## config.mk

```make
export PLATFORM = sky130hd
export DESIGN_NAME = pll_clock_ratio_control
export DESIGN_NICKNAME = d
export VERILOG_FILES = /design/src/design/pll_clock_pkg.sv /design/src/design/pll_clock_ratio_control.sv
export SDC_FILE = /design/constraint.sdc
export NUM_CORES = 1
export LEC_CHECK = 0
export ABC_AREA = 1
export BUFFER_PORTS_ARGS = -buffer_cell sky130_fd_sc_hd__buf_2
export CAP_MARGIN = 20
export CORE_ASPECT_RATIO = 0.8
export CORE_MARGIN = 2
export CORE_UTILIZATION = 30
export CTS_CLUSTER_SIZE = 28
export DETAILED_ROUTE_END_ITERATION = 7
export PLACE_DENSITY = 0.5
export RECOVER_POWER = 100
export SLEW_MARGIN = 20
export SYNTH_ARGS = -nofsm -noshare
export SYNTH_HDL_FRONTEND = slang
export SYNTH_SLANG_ARGS = --single-unit
```

## constraint.sdc

```tcl
create_clock -name clock_in -period 2.8 [get_ports clock_in]
set_input_delay 0.56 -clock clock_in [delete_from_list [all_inputs] [get_ports clock_in]]
set_output_delay 0.56 -clock clock_in [all_outputs]
set_load 0.05 [all_outputs]
```

## src/design/pll_clock_pkg.sv

```systemverilog
// Purpose: Shared constants for the PLL clock ratio control block
// Assumes: Register indices are word indices; byte address is index times four
// Notes: Write masks define which bits software may change per register

package pll_clock_pkg;

  // ********************************************************************
  // Bus and register map
  // ********************************************************************
  localparam int ADDR_W = 18;
  localparam int NUM_REGS = 13;
  localparam logic [15:0] IDX_CLOCK_OUT_PIN_CONTROL = 16'h7010;
  localparam logic [15:0] IDX_PLL_STATUS = 16'h7011;
  localparam logic [15:0] IDX_FAST_PERIPHERAL_PRESCALER = 16'h701a;
  localparam logic [15:0] IDX_SLOW_PERIPHERAL_PRESCALER = 16'h701b;
  localparam logic [15:0] IDX_PERIPHERAL_CLOCK_GATE_A = 16'h701c;
  localparam logic [15:0] IDX_PERIPHERAL_CLOCK_GATE_B = 16'h701d;
  localparam logic [15:0] IDX_LOW_POWER_MODE_CONTROL = 16'h701e;
  localparam logic [15:0] IDX_PLL_RATIO = 16'h7021;
  localparam logic [15:0] IDX_SYSTEM_CONTROL_STATUS = 16'h7022;
  localparam logic [15:0] IDX_WATCHDOG_COUNT = 16'h7023;
  localparam logic [15:0] IDX_WATCHDOG_SERVICE_KEY = 16'h7025;
  localparam logic [15:0] IDX_WATCHDOG_CONTROL = 16'h7029;
  localparam logic [15:0] IDX_WRITE_PROTECT = 16'h7030;
  // Slot order, slot 0 last
  localparam logic [NUM_REGS-1:0][15:0] REG_INDEX = {
    IDX_WRITE_PROTECT, IDX_WATCHDOG_CONTROL, IDX_WATCHDOG_SERVICE_KEY,
    IDX_WATCHDOG_COUNT, IDX_SYSTEM_CONTROL_STATUS, IDX_PLL_RATIO,
    IDX_LOW_POWER_MODE_CONTROL, IDX_PERIPHERAL_CLOCK_GATE_B,
    IDX_PERIPHERAL_CLOCK_GATE_A, IDX_SLOW_PERIPHERAL_PRESCALER,
    IDX_FAST_PERIPHERAL_PRESCALER, IDX_PLL_STATUS, IDX_CLOCK_OUT_PIN_CONTROL};
  localparam logic [NUM_REGS-1:0][15:0] WR_MASK = {
    16'h0001, 16'hffff, 16'hffff, 16'h0000, 16'hffff, 16'h000f,
    16'hffff, 16'hffff, 16'hffff, 16'hffff, 16'hffff, 16'h0006, 16'hffff};
  localparam logic [3:0] SLOT_STATUS = 4'h1;
  localparam logic [3:0] SLOT_RATIO = 4'h7;
  localparam logic [3:0] SLOT_PROTECT = 4'hc;
  localparam logic [15:0] REG_RESET = 16'h0000;

  // ********************************************************************
  // Fields
  // ********************************************************************
  localparam int STS_LOCK_BIT = 0;
  localparam int STS_HALVE_BIT = 1;
  localparam int STS_OFF_BIT = 2;
  localparam int PROT_BIT = 0;
  localparam logic [3:0] RATIO_BYPASS = 4'h0;
  localparam logic [3:0] RATIO_MAX = 4'ha;
  localparam logic [3:0] MULT_ONE = 4'h1;
  localparam logic [1:0] DIV_ONE = 2'h1;
  localparam logic [1:0] DIV_TWO = 2'h2;
  localparam logic [1:0] RESP_OKAY = 2'h0;
  localparam logic [1:0] RESP_DECERR = 2'h3;

  // ********************************************************************
  // Timing
  // ********************************************************************
  localparam int unsigned LOCK_OSC_CYCLES = 131072;

  // ********************************************************************
  // Types
  // ********************************************************************
  typedef enum logic [1:0] {
    MODE_BYPASS = 2'b00,
    MODE_RELOCK = 2'b01,
    MODE_ENABLED = 2'b10,
    MODE_OFF = 2'b11
  } pll_mode_t;

  typedef enum logic [1:0] {
    SRC_OSC = 2'b00,
    SRC_PLL = 2'b01,
    SRC_LIMP = 2'b10
  } clk_src_t;

endpackage : pll_clock_pkg

```

## src/design/pll_clock_ratio_control.sv

```systemverilog
// Purpose: PLL ratio, halving and mode control with an AXI4-Lite register slave
// Assumes: clock_in is the oscillator clock; osc_present_in flags a live oscillator
// Notes: Clock outputs describe the selected multiplier, divider and source
// Functional notes
// - Four-bit ratio field selects oscillator multiplier
// - Zero bypasses, 1-10 multiply, rest reserved
// - Halving bit zero divides by two, one by one
// - System clock out equals core input clock
// - Lock reported after 131072 oscillator cycles
// - Ratio write forces bypass until lock
// - Reset gives bypass with ratio zero
// - Bypass keeps PLL powered, oscillator path used
// - Shutdown bit disables PLL, direct input clock
// - Protected registers written only in protected mode
// - Lost oscillator falls back to limp clock while PLL powered

`timescale 1ns/1ps
`default_nettype none

module pll_clock_ratio_control #(
  parameter int unsigned LOCK_CYCLES = pll_clock_pkg::LOCK_OSC_CYCLES
) (
  input wire logic clock_in,
  input wire logic sys_rst_in,
  input wire logic [pll_clock_pkg::ADDR_W-1:0] axi_awaddr_in,
  input wire logic axi_awvalid_in,
  output logic axi_awready_out,
  input wire logic [31:0] axi_wdata_in,
  input wire logic [3:0] axi_wstrb_in,
  input wire logic axi_wvalid_in,
  output logic axi_wready_out,
  output logic [1:0] axi_bresp_out,
  output logic axi_bvalid_out,
  input wire logic axi_bready_in,
  input wire logic [pll_clock_pkg::ADDR_W-1:0] axi_araddr_in,
  input wire logic axi_arvalid_in,
  output logic axi_arready_out,
  output logic [31:0] axi_rdata_out,
  output logic [1:0] axi_rresp_out,
  output logic axi_rvalid_out,
  input wire logic axi_rready_in,
  input wire logic osc_present_in,
  output logic [1:0] core_source_out,
  output logic [3:0] core_mult_out,
  output logic [1:0] core_div_out,
  output logic [3:0] system_clock_mult_out,
  output logic [1:0] system_clock_div_out,
  output logic pll_powered_out,
  output logic lock_done_flag_out
);

  localparam int CW = $clog2(LOCK_CYCLES + 1);
  localparam int AW = pll_clock_pkg::ADDR_W;
  localparam int NR = pll_clock_pkg::NUM_REGS;

  // ********************************************************************
  // State
  // ********************************************************************
  typedef struct packed {
    logic [NR-1:0][15:0] regs;
    pll_clock_pkg::pll_mode_t mode;
    logic [CW-1:0] lock_cnt;
    logic aw_got;
    logic [AW-1:0] aw_addr;
    logic w_got;
    logic [15:0] w_data;
    logic [1:0] w_strb;
    logic awready;
    logic wready;
    logic bvalid;
    logic [1:0] bresp;
    logic arready;
    logic rvalid;
    logic [31:0] rdata;
    logic [1:0] rresp;
    pll_clock_pkg::clk_src_t src;
    logic [3:0] mult;
    logic [1:0] div;
    logic [3:0] sys_mult;
    logic [1:0] sys_div;
    logic powered;
  } state_t;

  state_t st_ff;
  state_t nxt_st;
  logic wr_fire;
  logic wr_hit;
  logic [3:0] wr_slot;
  logic wr_ok;
  logic ratio_wr;
  logic rd_hit;
  logic [3:0] rd_slot;

  // Returns hit in bit 4 and slot in bits 3:0
  function automatic logic [4:0] find_slot(input logic [AW-1:0] a);
    logic [4:0] res;
    res = 5'h00;
    for (int i = 0; i < NR; i++) begin
      if (a[AW-1:2] == pll_clock_pkg::REG_INDEX[i] && a[1:0] == 2'b00) begin
        res = {1'b1, 4'(i)};
      end
    end
    return res;
  endfunction : find_slot

  // ********************************************************************
  // Next state
  // ********************************************************************
  always_comb begin : next_state
    logic [15:0] mask;
    logic [3:0] ratio;
    logic ratio_ok;
    logic shut;
    nxt_st = st_ff;
    mask = 16'h0000;
    ratio = 4'h0;
    ratio_ok = 1'b0;
    shut = 1'b0;
    {wr_hit, wr_slot} = find_slot(st_ff.aw_addr);
    {rd_hit, rd_slot} = find_slot(axi_araddr_in);
    wr_fire = st_ff.aw_got && st_ff.w_got && !st_ff.bvalid;
    wr_ok = 1'b0;
    ratio_wr = 1'b0;

    // Address and data are caught independently, in either order
    if (axi_awvalid_in && st_ff.awready) begin
      nxt_st.aw_got = 1'b1;
      nxt_st.aw_addr = axi_awaddr_in;
    end
    if (axi_wvalid_in && st_ff.wready) begin
      nxt_st.w_got = 1'b1;
      nxt_st.w_data = axi_wdata_in[15:0];
      nxt_st.w_strb = axi_wstrb_in[1:0];
    end
    if (st_ff.bvalid && axi_bready_in) begin
      nxt_st.bvalid = 1'b0;
    end
    if (wr_fire) begin
      // Protect register itself stays writable, else no way out
      wr_ok = wr_hit && (wr_slot == pll_clock_pkg::SLOT_PROTECT ||
              st_ff.regs[pll_clock_pkg::SLOT_PROTECT][pll_clock_pkg::PROT_BIT]);
      if (wr_ok) begin
        mask = pll_clock_pkg::WR_MASK[wr_slot] &
               {{8{st_ff.w_strb[1]}}, {8{st_ff.w_strb[0]}}};
        nxt_st.regs[wr_slot] = (st_ff.regs[wr_slot] & ~mask) | (st_ff.w_data & mask);
        ratio_wr = (wr_slot == pll_clock_pkg::SLOT_RATIO);
      end
      nxt_st.aw_got = 1'b0;
      nxt_st.w_got = 1'b0;
      nxt_st.bvalid = 1'b1;
      nxt_st.bresp = wr_hit ? pll_clock_pkg::RESP_OKAY : pll_clock_pkg::RESP_DECERR;
    end
    nxt_st.awready = !nxt_st.aw_got && !nxt_st.bvalid;
    nxt_st.wready = !nxt_st.w_got && !nxt_st.bvalid;

    // Read path answers one cycle after the address is taken
    if (st_ff.rvalid && axi_rready_in) begin
      nxt_st.rvalid = 1'b0;
    end
    if (axi_arvalid_in && st_ff.arready) begin
      nxt_st.rvalid = 1'b1;
      nxt_st.rdata = rd_hit ? {16'h0000, st_ff.regs[rd_slot]} : 32'h0000_0000;
      nxt_st.rresp = rd_hit ? pll_clock_pkg::RESP_OKAY : pll_clock_pkg::RESP_DECERR;
    end
    nxt_st.arready = !nxt_st.rvalid;

    // PLL lock sequencing
    ratio = nxt_st.regs[pll_clock_pkg::SLOT_RATIO][3:0];
    shut = nxt_st.regs[pll_clock_pkg::SLOT_STATUS][pll_clock_pkg::STS_OFF_BIT];
    ratio_ok = ratio != pll_clock_pkg::RATIO_BYPASS &&
               ratio <= pll_clock_pkg::RATIO_MAX;
    case (st_ff.mode)
      pll_clock_pkg::MODE_RELOCK: begin
        if (st_ff.lock_cnt == CW'(1)) begin
          nxt_st.regs[pll_clock_pkg::SLOT_STATUS][pll_clock_pkg::STS_LOCK_BIT] = 1'b1;
          nxt_st.mode = ratio_ok ? pll_clock_pkg::MODE_ENABLED : pll_clock_pkg::MODE_BYPASS;
        end else begin
          nxt_st.lock_cnt = st_ff.lock_cnt - CW'(1);
        end
      end
      pll_clock_pkg::MODE_OFF: begin
        // Powering back up needs a fresh lock
        if (!shut) begin
          nxt_st.mode = pll_clock_pkg::MODE_RELOCK;
          nxt_st.lock_cnt = CW'(LOCK_CYCLES);
        end
      end
      pll_clock_pkg::MODE_BYPASS, pll_clock_pkg::MODE_ENABLED: begin
        nxt_st.mode = st_ff.mode;
      end
      default: begin
        nxt_st.mode = pll_clock_pkg::MODE_BYPASS;
      end
    endcase
    // A stale lock must not survive a new ratio, so the clear wins here
    if (ratio_wr) begin
      nxt_st.mode = pll_clock_pkg::MODE_RELOCK;
      nxt_st.lock_cnt = CW'(LOCK_CYCLES);
      nxt_st.regs[pll_clock_pkg::SLOT_STATUS][pll_clock_pkg::STS_LOCK_BIT] = 1'b0;
    end
    if (shut) begin
      nxt_st.mode = pll_clock_pkg::MODE_OFF;
      nxt_st.regs[pll_clock_pkg::SLOT_STATUS][pll_clock_pkg::STS_LOCK_BIT] = 1'b0;
    end

    // Clock selection
    nxt_st.powered = nxt_st.mode != pll_clock_pkg::MODE_OFF;
    if (nxt_st.mode == pll_clock_pkg::MODE_ENABLED && ratio_ok) begin
      nxt_st.mult = ratio;
      nxt_st.src = pll_clock_pkg::SRC_PLL;
    end else begin
      nxt_st.mult = pll_clock_pkg::MULT_ONE;
      nxt_st.src = pll_clock_pkg::SRC_OSC;
    end
    // Limp clock exists only while the PLL is powered
    if (!osc_present_in && nxt_st.powered) begin
      nxt_st.src = pll_clock_pkg::SRC_LIMP;
      nxt_st.mult = pll_clock_pkg::MULT_ONE;
    end
    nxt_st.div = nxt_st.regs[pll_clock_pkg::SLOT_STATUS][pll_clock_pkg::STS_HALVE_BIT] ?
                 pll_clock_pkg::DIV_ONE : pll_clock_pkg::DIV_TWO;
    nxt_st.sys_mult = nxt_st.mult;
    nxt_st.sys_div = nxt_st.div;
  end : next_state

  // ********************************************************************
  // Registers
  // ********************************************************************
  always_ff @(posedge clock_in) begin : state_reg
    if (sys_rst_in) begin
      st_ff <= '0;
      st_ff.regs <= {NR{pll_clock_pkg::REG_RESET}};
      st_ff.mode <= pll_clock_pkg::MODE_RELOCK;
      st_ff.lock_cnt <= CW'(LOCK_CYCLES);
      st_ff.src <= pll_clock_pkg::SRC_OSC;
      st_ff.mult <= pll_clock_pkg::MULT_ONE;
      st_ff.div <= pll_clock_pkg::DIV_TWO;
      st_ff.sys_mult <= pll_clock_pkg::MULT_ONE;
      st_ff.sys_div <= pll_clock_pkg::DIV_TWO;
      st_ff.powered <= 1'b1;
    end else begin
      st_ff <= nxt_st;
    end
  end : state_reg

  assign axi_awready_out = st_ff.awready;
  assign axi_wready_out = st_ff.wready;
  assign axi_bvalid_out = st_ff.bvalid;
  assign axi_bresp_out = st_ff.bresp;
  assign axi_arready_out = st_ff.arready;
  assign axi_rvalid_out = st_ff.rvalid;
  assign axi_rdata_out = st_ff.rdata;
  assign axi_rresp_out = st_ff.rresp;
  assign core_source_out = st_ff.src;
  assign core_mult_out = st_ff.mult;
  assign core_div_out = st_ff.div;
  assign system_clock_mult_out = st_ff.sys_mult;
  assign system_clock_div_out = st_ff.sys_div;
  assign pll_powered_out = st_ff.powered;
  assign lock_done_flag_out = st_ff.regs[pll_clock_pkg::SLOT_STATUS][pll_clock_pkg::STS_LOCK_BIT];
endmodule : pll_clock_ratio_control

`default_nettype wire

```

# Yosys cells after proc, flatten, opt, wreduce, memory -nomap -nowiden
# Memories as Yosys holds them, arrays and structs flattened.
# Index checks and enable logic that the tools add are counted.
[classes] addsub=1 n_lt_le_gt_ge=4 eq_ne=36 n_mux=62 bitwise_logic=6 reduce_logical=59
[ops] cell="$eq 16x15->1 const B" n=26
[ops] cell="$mux 116" n=2
[ops] cell="$bwmux 208" n=1
[ops] cell="$mux 5" n=27
[ops] cell="$bmux 16 s4" n=2
[ops] cell="$mux 16" n=5
[ops] cell="$demux 16 s4" n=1
[ops] cell="$and 16x16->16" n=3
[ops] cell="$logic_and 1x1->1" n=40
[ops] cell="$mux 20" n=2
[ops] cell="$mux 19" n=2
[ops] cell="$pmux 18 s2" n=1
[ops] cell="$mux 35" n=1
[ops] cell="$eq 18x1->1 const B" n=1
[ops] cell="$mux 18" n=1
[ops] cell="$sub 18x1->18 const B" n=1
[ops] cell="$not 16->16" n=1
[ops] cell="$or 16x16->16" n=1
[ops] cell="$mux 2" n=6
[ops] cell="$lt 4x5->1 const B" n=2
[ops] cell="$mux 1" n=8
[ops] cell="$eq 2x2->1 const B" n=3
[ops] cell="$logic_not 1->1" n=6
[ops] cell="$logic_not 2->1" n=3
[ops] cell="other kinds (17)" n=22
[word_totals] ff_bits=316 rom_bits=256 inputBits=80 output_inout_bits=57 elab_cells=205 n_memories=1
[mem_list] name="(no name shown)" depth=16 word_bits=16 rd=1 rd_clocked_by_memory_dff=0 wr=0 line="pll_clock_ratio_control.sv:143" rtl="mask = pll_clock_pkg::WR_MASK[wr_slot] &"

# Longest topological paths before layout
[depth] depth_word=35 depth_mapped=26

# Worst setup path after synthesis
# No wires, ideal clock.
[synth_path] path_kind="input-to-reg" startpoint="in axi_araddr_in[1] (netlist name)" endpoint="reg st_ff (netlist bit axi_rdata_out[0])" setup_time_ps=132 arrival_ps=2502 t_required_ps=2668 setup_slack_ps=166 path_stages=13 path_buffers=1 cell_sequence="nor2_1 > clkinv_1 > nor3_1 > nand3_1 > o21ai_0 > nor2_1 > nand2_1 > clkbuf_1 > nand3_1 > nand3_1 > o311ai_0 > nand2_1 > a21oi_1"
[synth_via] elab_chain_len=17
[synth_rtl] item="start, declared" line="pll_clock_ratio_control.sv:35" rtl="input wire logic [pll_clock_pkg::ADDR_W-1:0] axi_araddr_in,"
[synth_rtl] item="$logic_not 2->1 (*)" line="pll_clock_ratio_control.sv:99" rtl="if (a[AW-1:2] == pll_clock_pkg::REG_INDEX[i] && a[1:0] == 2'b00) begin"
[synth_rtl] item="$logic_and 1x1->1" line="pll_clock_ratio_control.sv:99"
[synth_rtl] item="$mux 5 (11 in series)" line="pll_clock_ratio_control.sv:99"
[synth_rtl] item="$mux 5 (*)" line="pll_clock_ratio_control.sv:99"
[synth_rtl] item="$bmux 16 s4" line="pll_clock_ratio_control.sv:162" rtl="nxt_st.rdata = rd_hit ? {16'h0000, st_ff.regs[rd_slot]} : 32'h0000_0000;"
[synth_rtl] item="$mux 16 (not written as such)" line="pll_clock_ratio_control.sv:162"
[synth_rtl] item="$mux 16 (*)" line="pll_clock_ratio_control.sv:162"
[synth_rtl] item="end signal, assigned" line="pll_clock_ratio_control.sv:242" rtl="st_ff <= nxt_st;"
[synth_rtl] item="end, declared" line="pll_clock_ratio_control.sv:84" rtl="state_t st_ff;"
# Every way passes the cells marked *; elsewhere a longest branch is shown, timed or not. The select of a mux whose other input is x is not followed.
# A chain may end at the register's enable or synchronous reset.

# Final worst setup path
[layout_path] startpoint="reg st_ff[90] (netlist name)" endpoint="reg st_ff (netlist bit system_clock_mult_out[2])"
[layout_via] elab_chain_len=34
[layout_rtl] item="$eq 16x15->1" line="pll_clock_ratio_control.sv:99"
[layout_rtl] item="$logic_and 1x1->1" line="pll_clock_ratio_control.sv:99"
[layout_rtl] item="$mux 5 (11 in series)" line="pll_clock_ratio_control.sv:99"
[layout_rtl] item="$mux 5 (*)" line="pll_clock_ratio_control.sv:99"
[layout_rtl] item="$mem_v2 16x16"
[layout_rtl] item="$mux 16 (not written as such)" line="pll_clock_ratio_control.sv:143"
[layout_rtl] item="$and 16x16->16" line="pll_clock_ratio_control.sv:143"
[layout_rtl] item="$not 16->16" line="pll_clock_ratio_control.sv:145" rtl="nxt_st.regs[wr_slot] = (st_ff.regs[wr_slot] & ~mask) | (st_ff.w_data & mask);"
[layout_rtl] item="[8 not listed]"
[layout_rtl] item="$mux 2" line="pll_clock_ratio_control.sv:174" rtl="if (st_ff.lock_cnt == CW'(1)) begin"
[layout_rtl] item="$pmux 2 s3" line="pll_clock_ratio_control.sv:172" rtl="case (st_ff.mode)"
[layout_rtl] item="$mux 20" line="pll_clock_ratio_control.sv:196" rtl="if (ratio_wr) begin"
[layout_rtl] item="$mux 2" line="pll_clock_ratio_control.sv:201" rtl="if (shut) begin"
[layout_rtl] item="$eq 2x2->1" line="pll_clock_ratio_control.sv:208" rtl="if (nxt_st.mode == pll_clock_pkg::MODE_ENABLED && ratio_ok) begin"
[layout_rtl] item="$logic_and 1x1->1" line="pll_clock_ratio_control.sv:208"
[layout_rtl] item="$not 1->1 (no line)"
[layout_rtl] item="$reduce_or 3->1 (no line)"
# Marks and branches as above.

==> qor.yml <==
rsz0062_at_grt: "yes"
path_max_fanout: 5
cts_buffers: 36
yosysSeqAreaShare_pct: 38.38
fin_setup_tns_ps: -5642
clock_skew_ps: 14.79
drv_cap: 0
ff2ff_setup_slack_ps: -140
diodes: 0
initial_utilization_pct: 30.37
clk_latency_ps: 560
clk_pin_slew_worst_paths_ps: 60
die_area_um2: 53490
ys_top_cells_by_count: "419 x nand2_1, 297 x dfxtp_1, 251 x o21ai_0"
yosysWarnings: 0
worst_pin_slew_ps: 1007
fin_cells: 3285
cpMaxStageDelayCell: "nor2_1"
setup_violations: 106
grt_pass1_vias: 16128
r2r-start: "st_ff[90]"
finalWeightedCongestion: 0.9224
period_share_pct: 105.1
min_delay_path_depth: 3
cts-root-buf: "clkbuf_16"
cts_tree: "yes"
firstDrtPassIters: 6
yosys.area.top_type: "dfxtp_1"
placed_cells: 3127
wire_per_inst_um: 20.24
viasPerCell: 5.352
drc_errors: 0
p_leak_uw: 0.008812
violations: "setup timing"
worst_r2r_path_depth: 23
path_cells: "buf_4 > nand2_1 > nor2_4 > nand2_4 > buf_6 > nor3_2 > buf_4 > clkinvlp_4 > buf_6 > nand2_4 > nor2_1 > buf_4 > nand2_1 > buf_4 > nand3_2 > nand2_2 > inv_2 > nand2_1 > nand2_2 > nand2_2 > nor2_4 > nand4_4 > nor2_1"
synth_top_area_share_pct: 38.38
synth_edf_count: 0
ys_types: 54
synth_seq_cells: 297
cts_sinks: 297
io_pins: 137
hold_viol: 0
end_kind: "flop"
synth.area.top_cells: "dfxtp_1 38%, nand2_1 10%, o21ai_0 8.1%"
clock.fmax_mhz: 339.9
synth_area_per_cell_um2: 6.898
syn2layout_area_growth_pct: 45.22
grt_max_degree: 93
path_common_cell: "buf_4"
routed_wl_um: 66490
cp_data_required_time_ps: 3290
grt_usage_pct: 22.36
power_density_nw_per_um2: 489.7
hpwl_um: 41120
die_w_um: 258.1
syn_inst: 2246
ys.flop_type: "dfxtp_1"
slew_headroom_pct: 33.17
crit_type: "reg2reg"
drtIter0Drc: 1749
synth_area_um2: 15490
period_minus_slack_ps: 2942
hold_path.startpoint: "axi_wdata_in[8]"
placeableCoreArea_um2: 51020
cpPeakStageDelay_ps: 360
die_y_um: 207.3
place_ws_ps: -676.2
nNetsFinal: 2657
yosysMostFrequentCell: "nand2_1"
worstPathArrival_ps: 3430
antenna_found_initial: 3
min_to: "st_ff[66]"
drive_gt1_share_pct: 30.10
vias: 17582
critical_path.startpoint_type: "flop"
clk_path_buf_depth: 3
hold_class: "in2reg"
antenna_left: 0
r2r-end: "system_clock_mult_out[2]"
overflow: 0
drv_slew: 0
port-buffer-count: 102
ir_worst_vdd_mv: 0.3497
status: "finished with violations"
fin_ws_ps: -142.3
grt_pass1_wl_um: 93540
async_reset_ff_share_pct: 0
startpoint: "st_ff[90]"
rows: 74
h-tree-depth: 2
## cell families after synthesis
logic type / share of synthesized area (%)
XOR/XNOR: 0.5088
other: 0.02421
adder cells (fa/ha/maj): 0.1615
flip-flops: 38.38
AND/OR/NAND/NOR: 25.30
buffers and inverters: 11.42
AO/OA/AOI/OAI: 24.20
## cell type report
class	instances	area (µm²)
clock inverters	12	196.4
inverters	213	875.8
fillers	5182	28520
clock buffers	52	1064
well taps	684	855.8
flip-flops and latches	297	5968
repair buffers	454	4294
multi-input cells	1573	9244
## metrics by stage
stage | area (µm²) | total power (µW) | util [%] | hold slack, ps
after floorplan | 15550 | 5419 | - | 413.3
after global placement | 18530 | 5843 | 36.32 | 423.1
after detailed placement | 18540 | 5854 | 36.33 | 429.0
after CTS | 20500 | 10980 | 40.18 | 248.0
after global routing | 22500 | 11420 | 44.10 | 281.4
final | 22500 | 11020 | 44.10 | 261.4
## where the power goes
part           internal, µW  switching (µW)  leakage (µW)  total, µW
clock                  3100            1940      0.000622       5040
combinational           552             925       0.00578       1480
sequential             4360             140       0.00241       4500
total                  8010            3000       0.00881      11000
## layout by cell type, fill, tap and decap left out, types with 22 or more instances in the layout
cell / Yosys / final
buf_6: 4 / 49
dfxtp_1: 297 / 283
clkbuf_16: 0 / 48
buf_12: 0 / 62
nand2_2: 8 / 29
o211ai_1: 65 / 65
nand4_1: 33 / 33
nand3_1: 125 / 99
a21oi_2: 2 / 55
inv_1: 190 / 178
nor2_1: 223 / 189
o21ai_0: 251 / 223
nor2_4: 6 / 34
buf_4: 54 / 225
o21ai_1: 9 / 26
nand3_2: 6 / 22
nand2_1: 419 / 383
a21oi_1: 240 / 183
buf_2: 29 / 60
clkbuf_1: 94 / 51
## worst max-delay path, delay by kind of cell (launching register included)
family / cells / cell delay (ps)
buf+inv: 8 / 1030
simple gates: 15 / 1510
flops: 1 / 320
## layer usage
layer  track usage (%)  wire, µm
met2             32.36     28070
met3             4.518      6331
met5                 0        13
met4             8.890      2073
met1             32.29     30000
## state kept, by name, summed over array words and instances, names as in the netlist
signal	flops
core_source_out	2
st_ff	265
axi_bresp_out	1
lock_done_flag_out	1
system_clock_mult_out	4
axi_rresp_out	1
axi_arready_out	1
system_clock_div_out	1
axi_bvalid_out	1
axi_awready_out	1
axi_rdata_out	16
pll_powered_out	1
axi_wready_out	1
axi_rvalid_out	1
## how the worst max path moves through the flow
| stage | to | slack [ps] | cells after the start |
|---|---|---|---|
| 2_1_floorplan | axi_rdata_out[0] | 170 | 13 |
| 3_3_place_gp | axi_rdata_out[14] | -750 | 16 |
| 3_5_place_dp | axi_rdata_out[14] | -680 | 16 |
| 4_1_cts | system_clock_mult_out[1] | -150 | 24 |
| 5_1_grt | system_clock_mult_out[2] | -310 | 23 |
| 6_report | system_clock_mult_out[2] | -140 | 23 |
## repair_timing
| action | 4_1_cts | 5_1_grt |
|---|---|---|
| buffers inserted | 23 | 55 |
| hold buffers | 0 | 0 |
| setup endpoints to repair | 155 | 187 |
| pin swaps | 28 | 106 |
| cloned | 7 | 17 |
| resized for setup | 102 | 335 |
(Power assumes the default switching activity.)
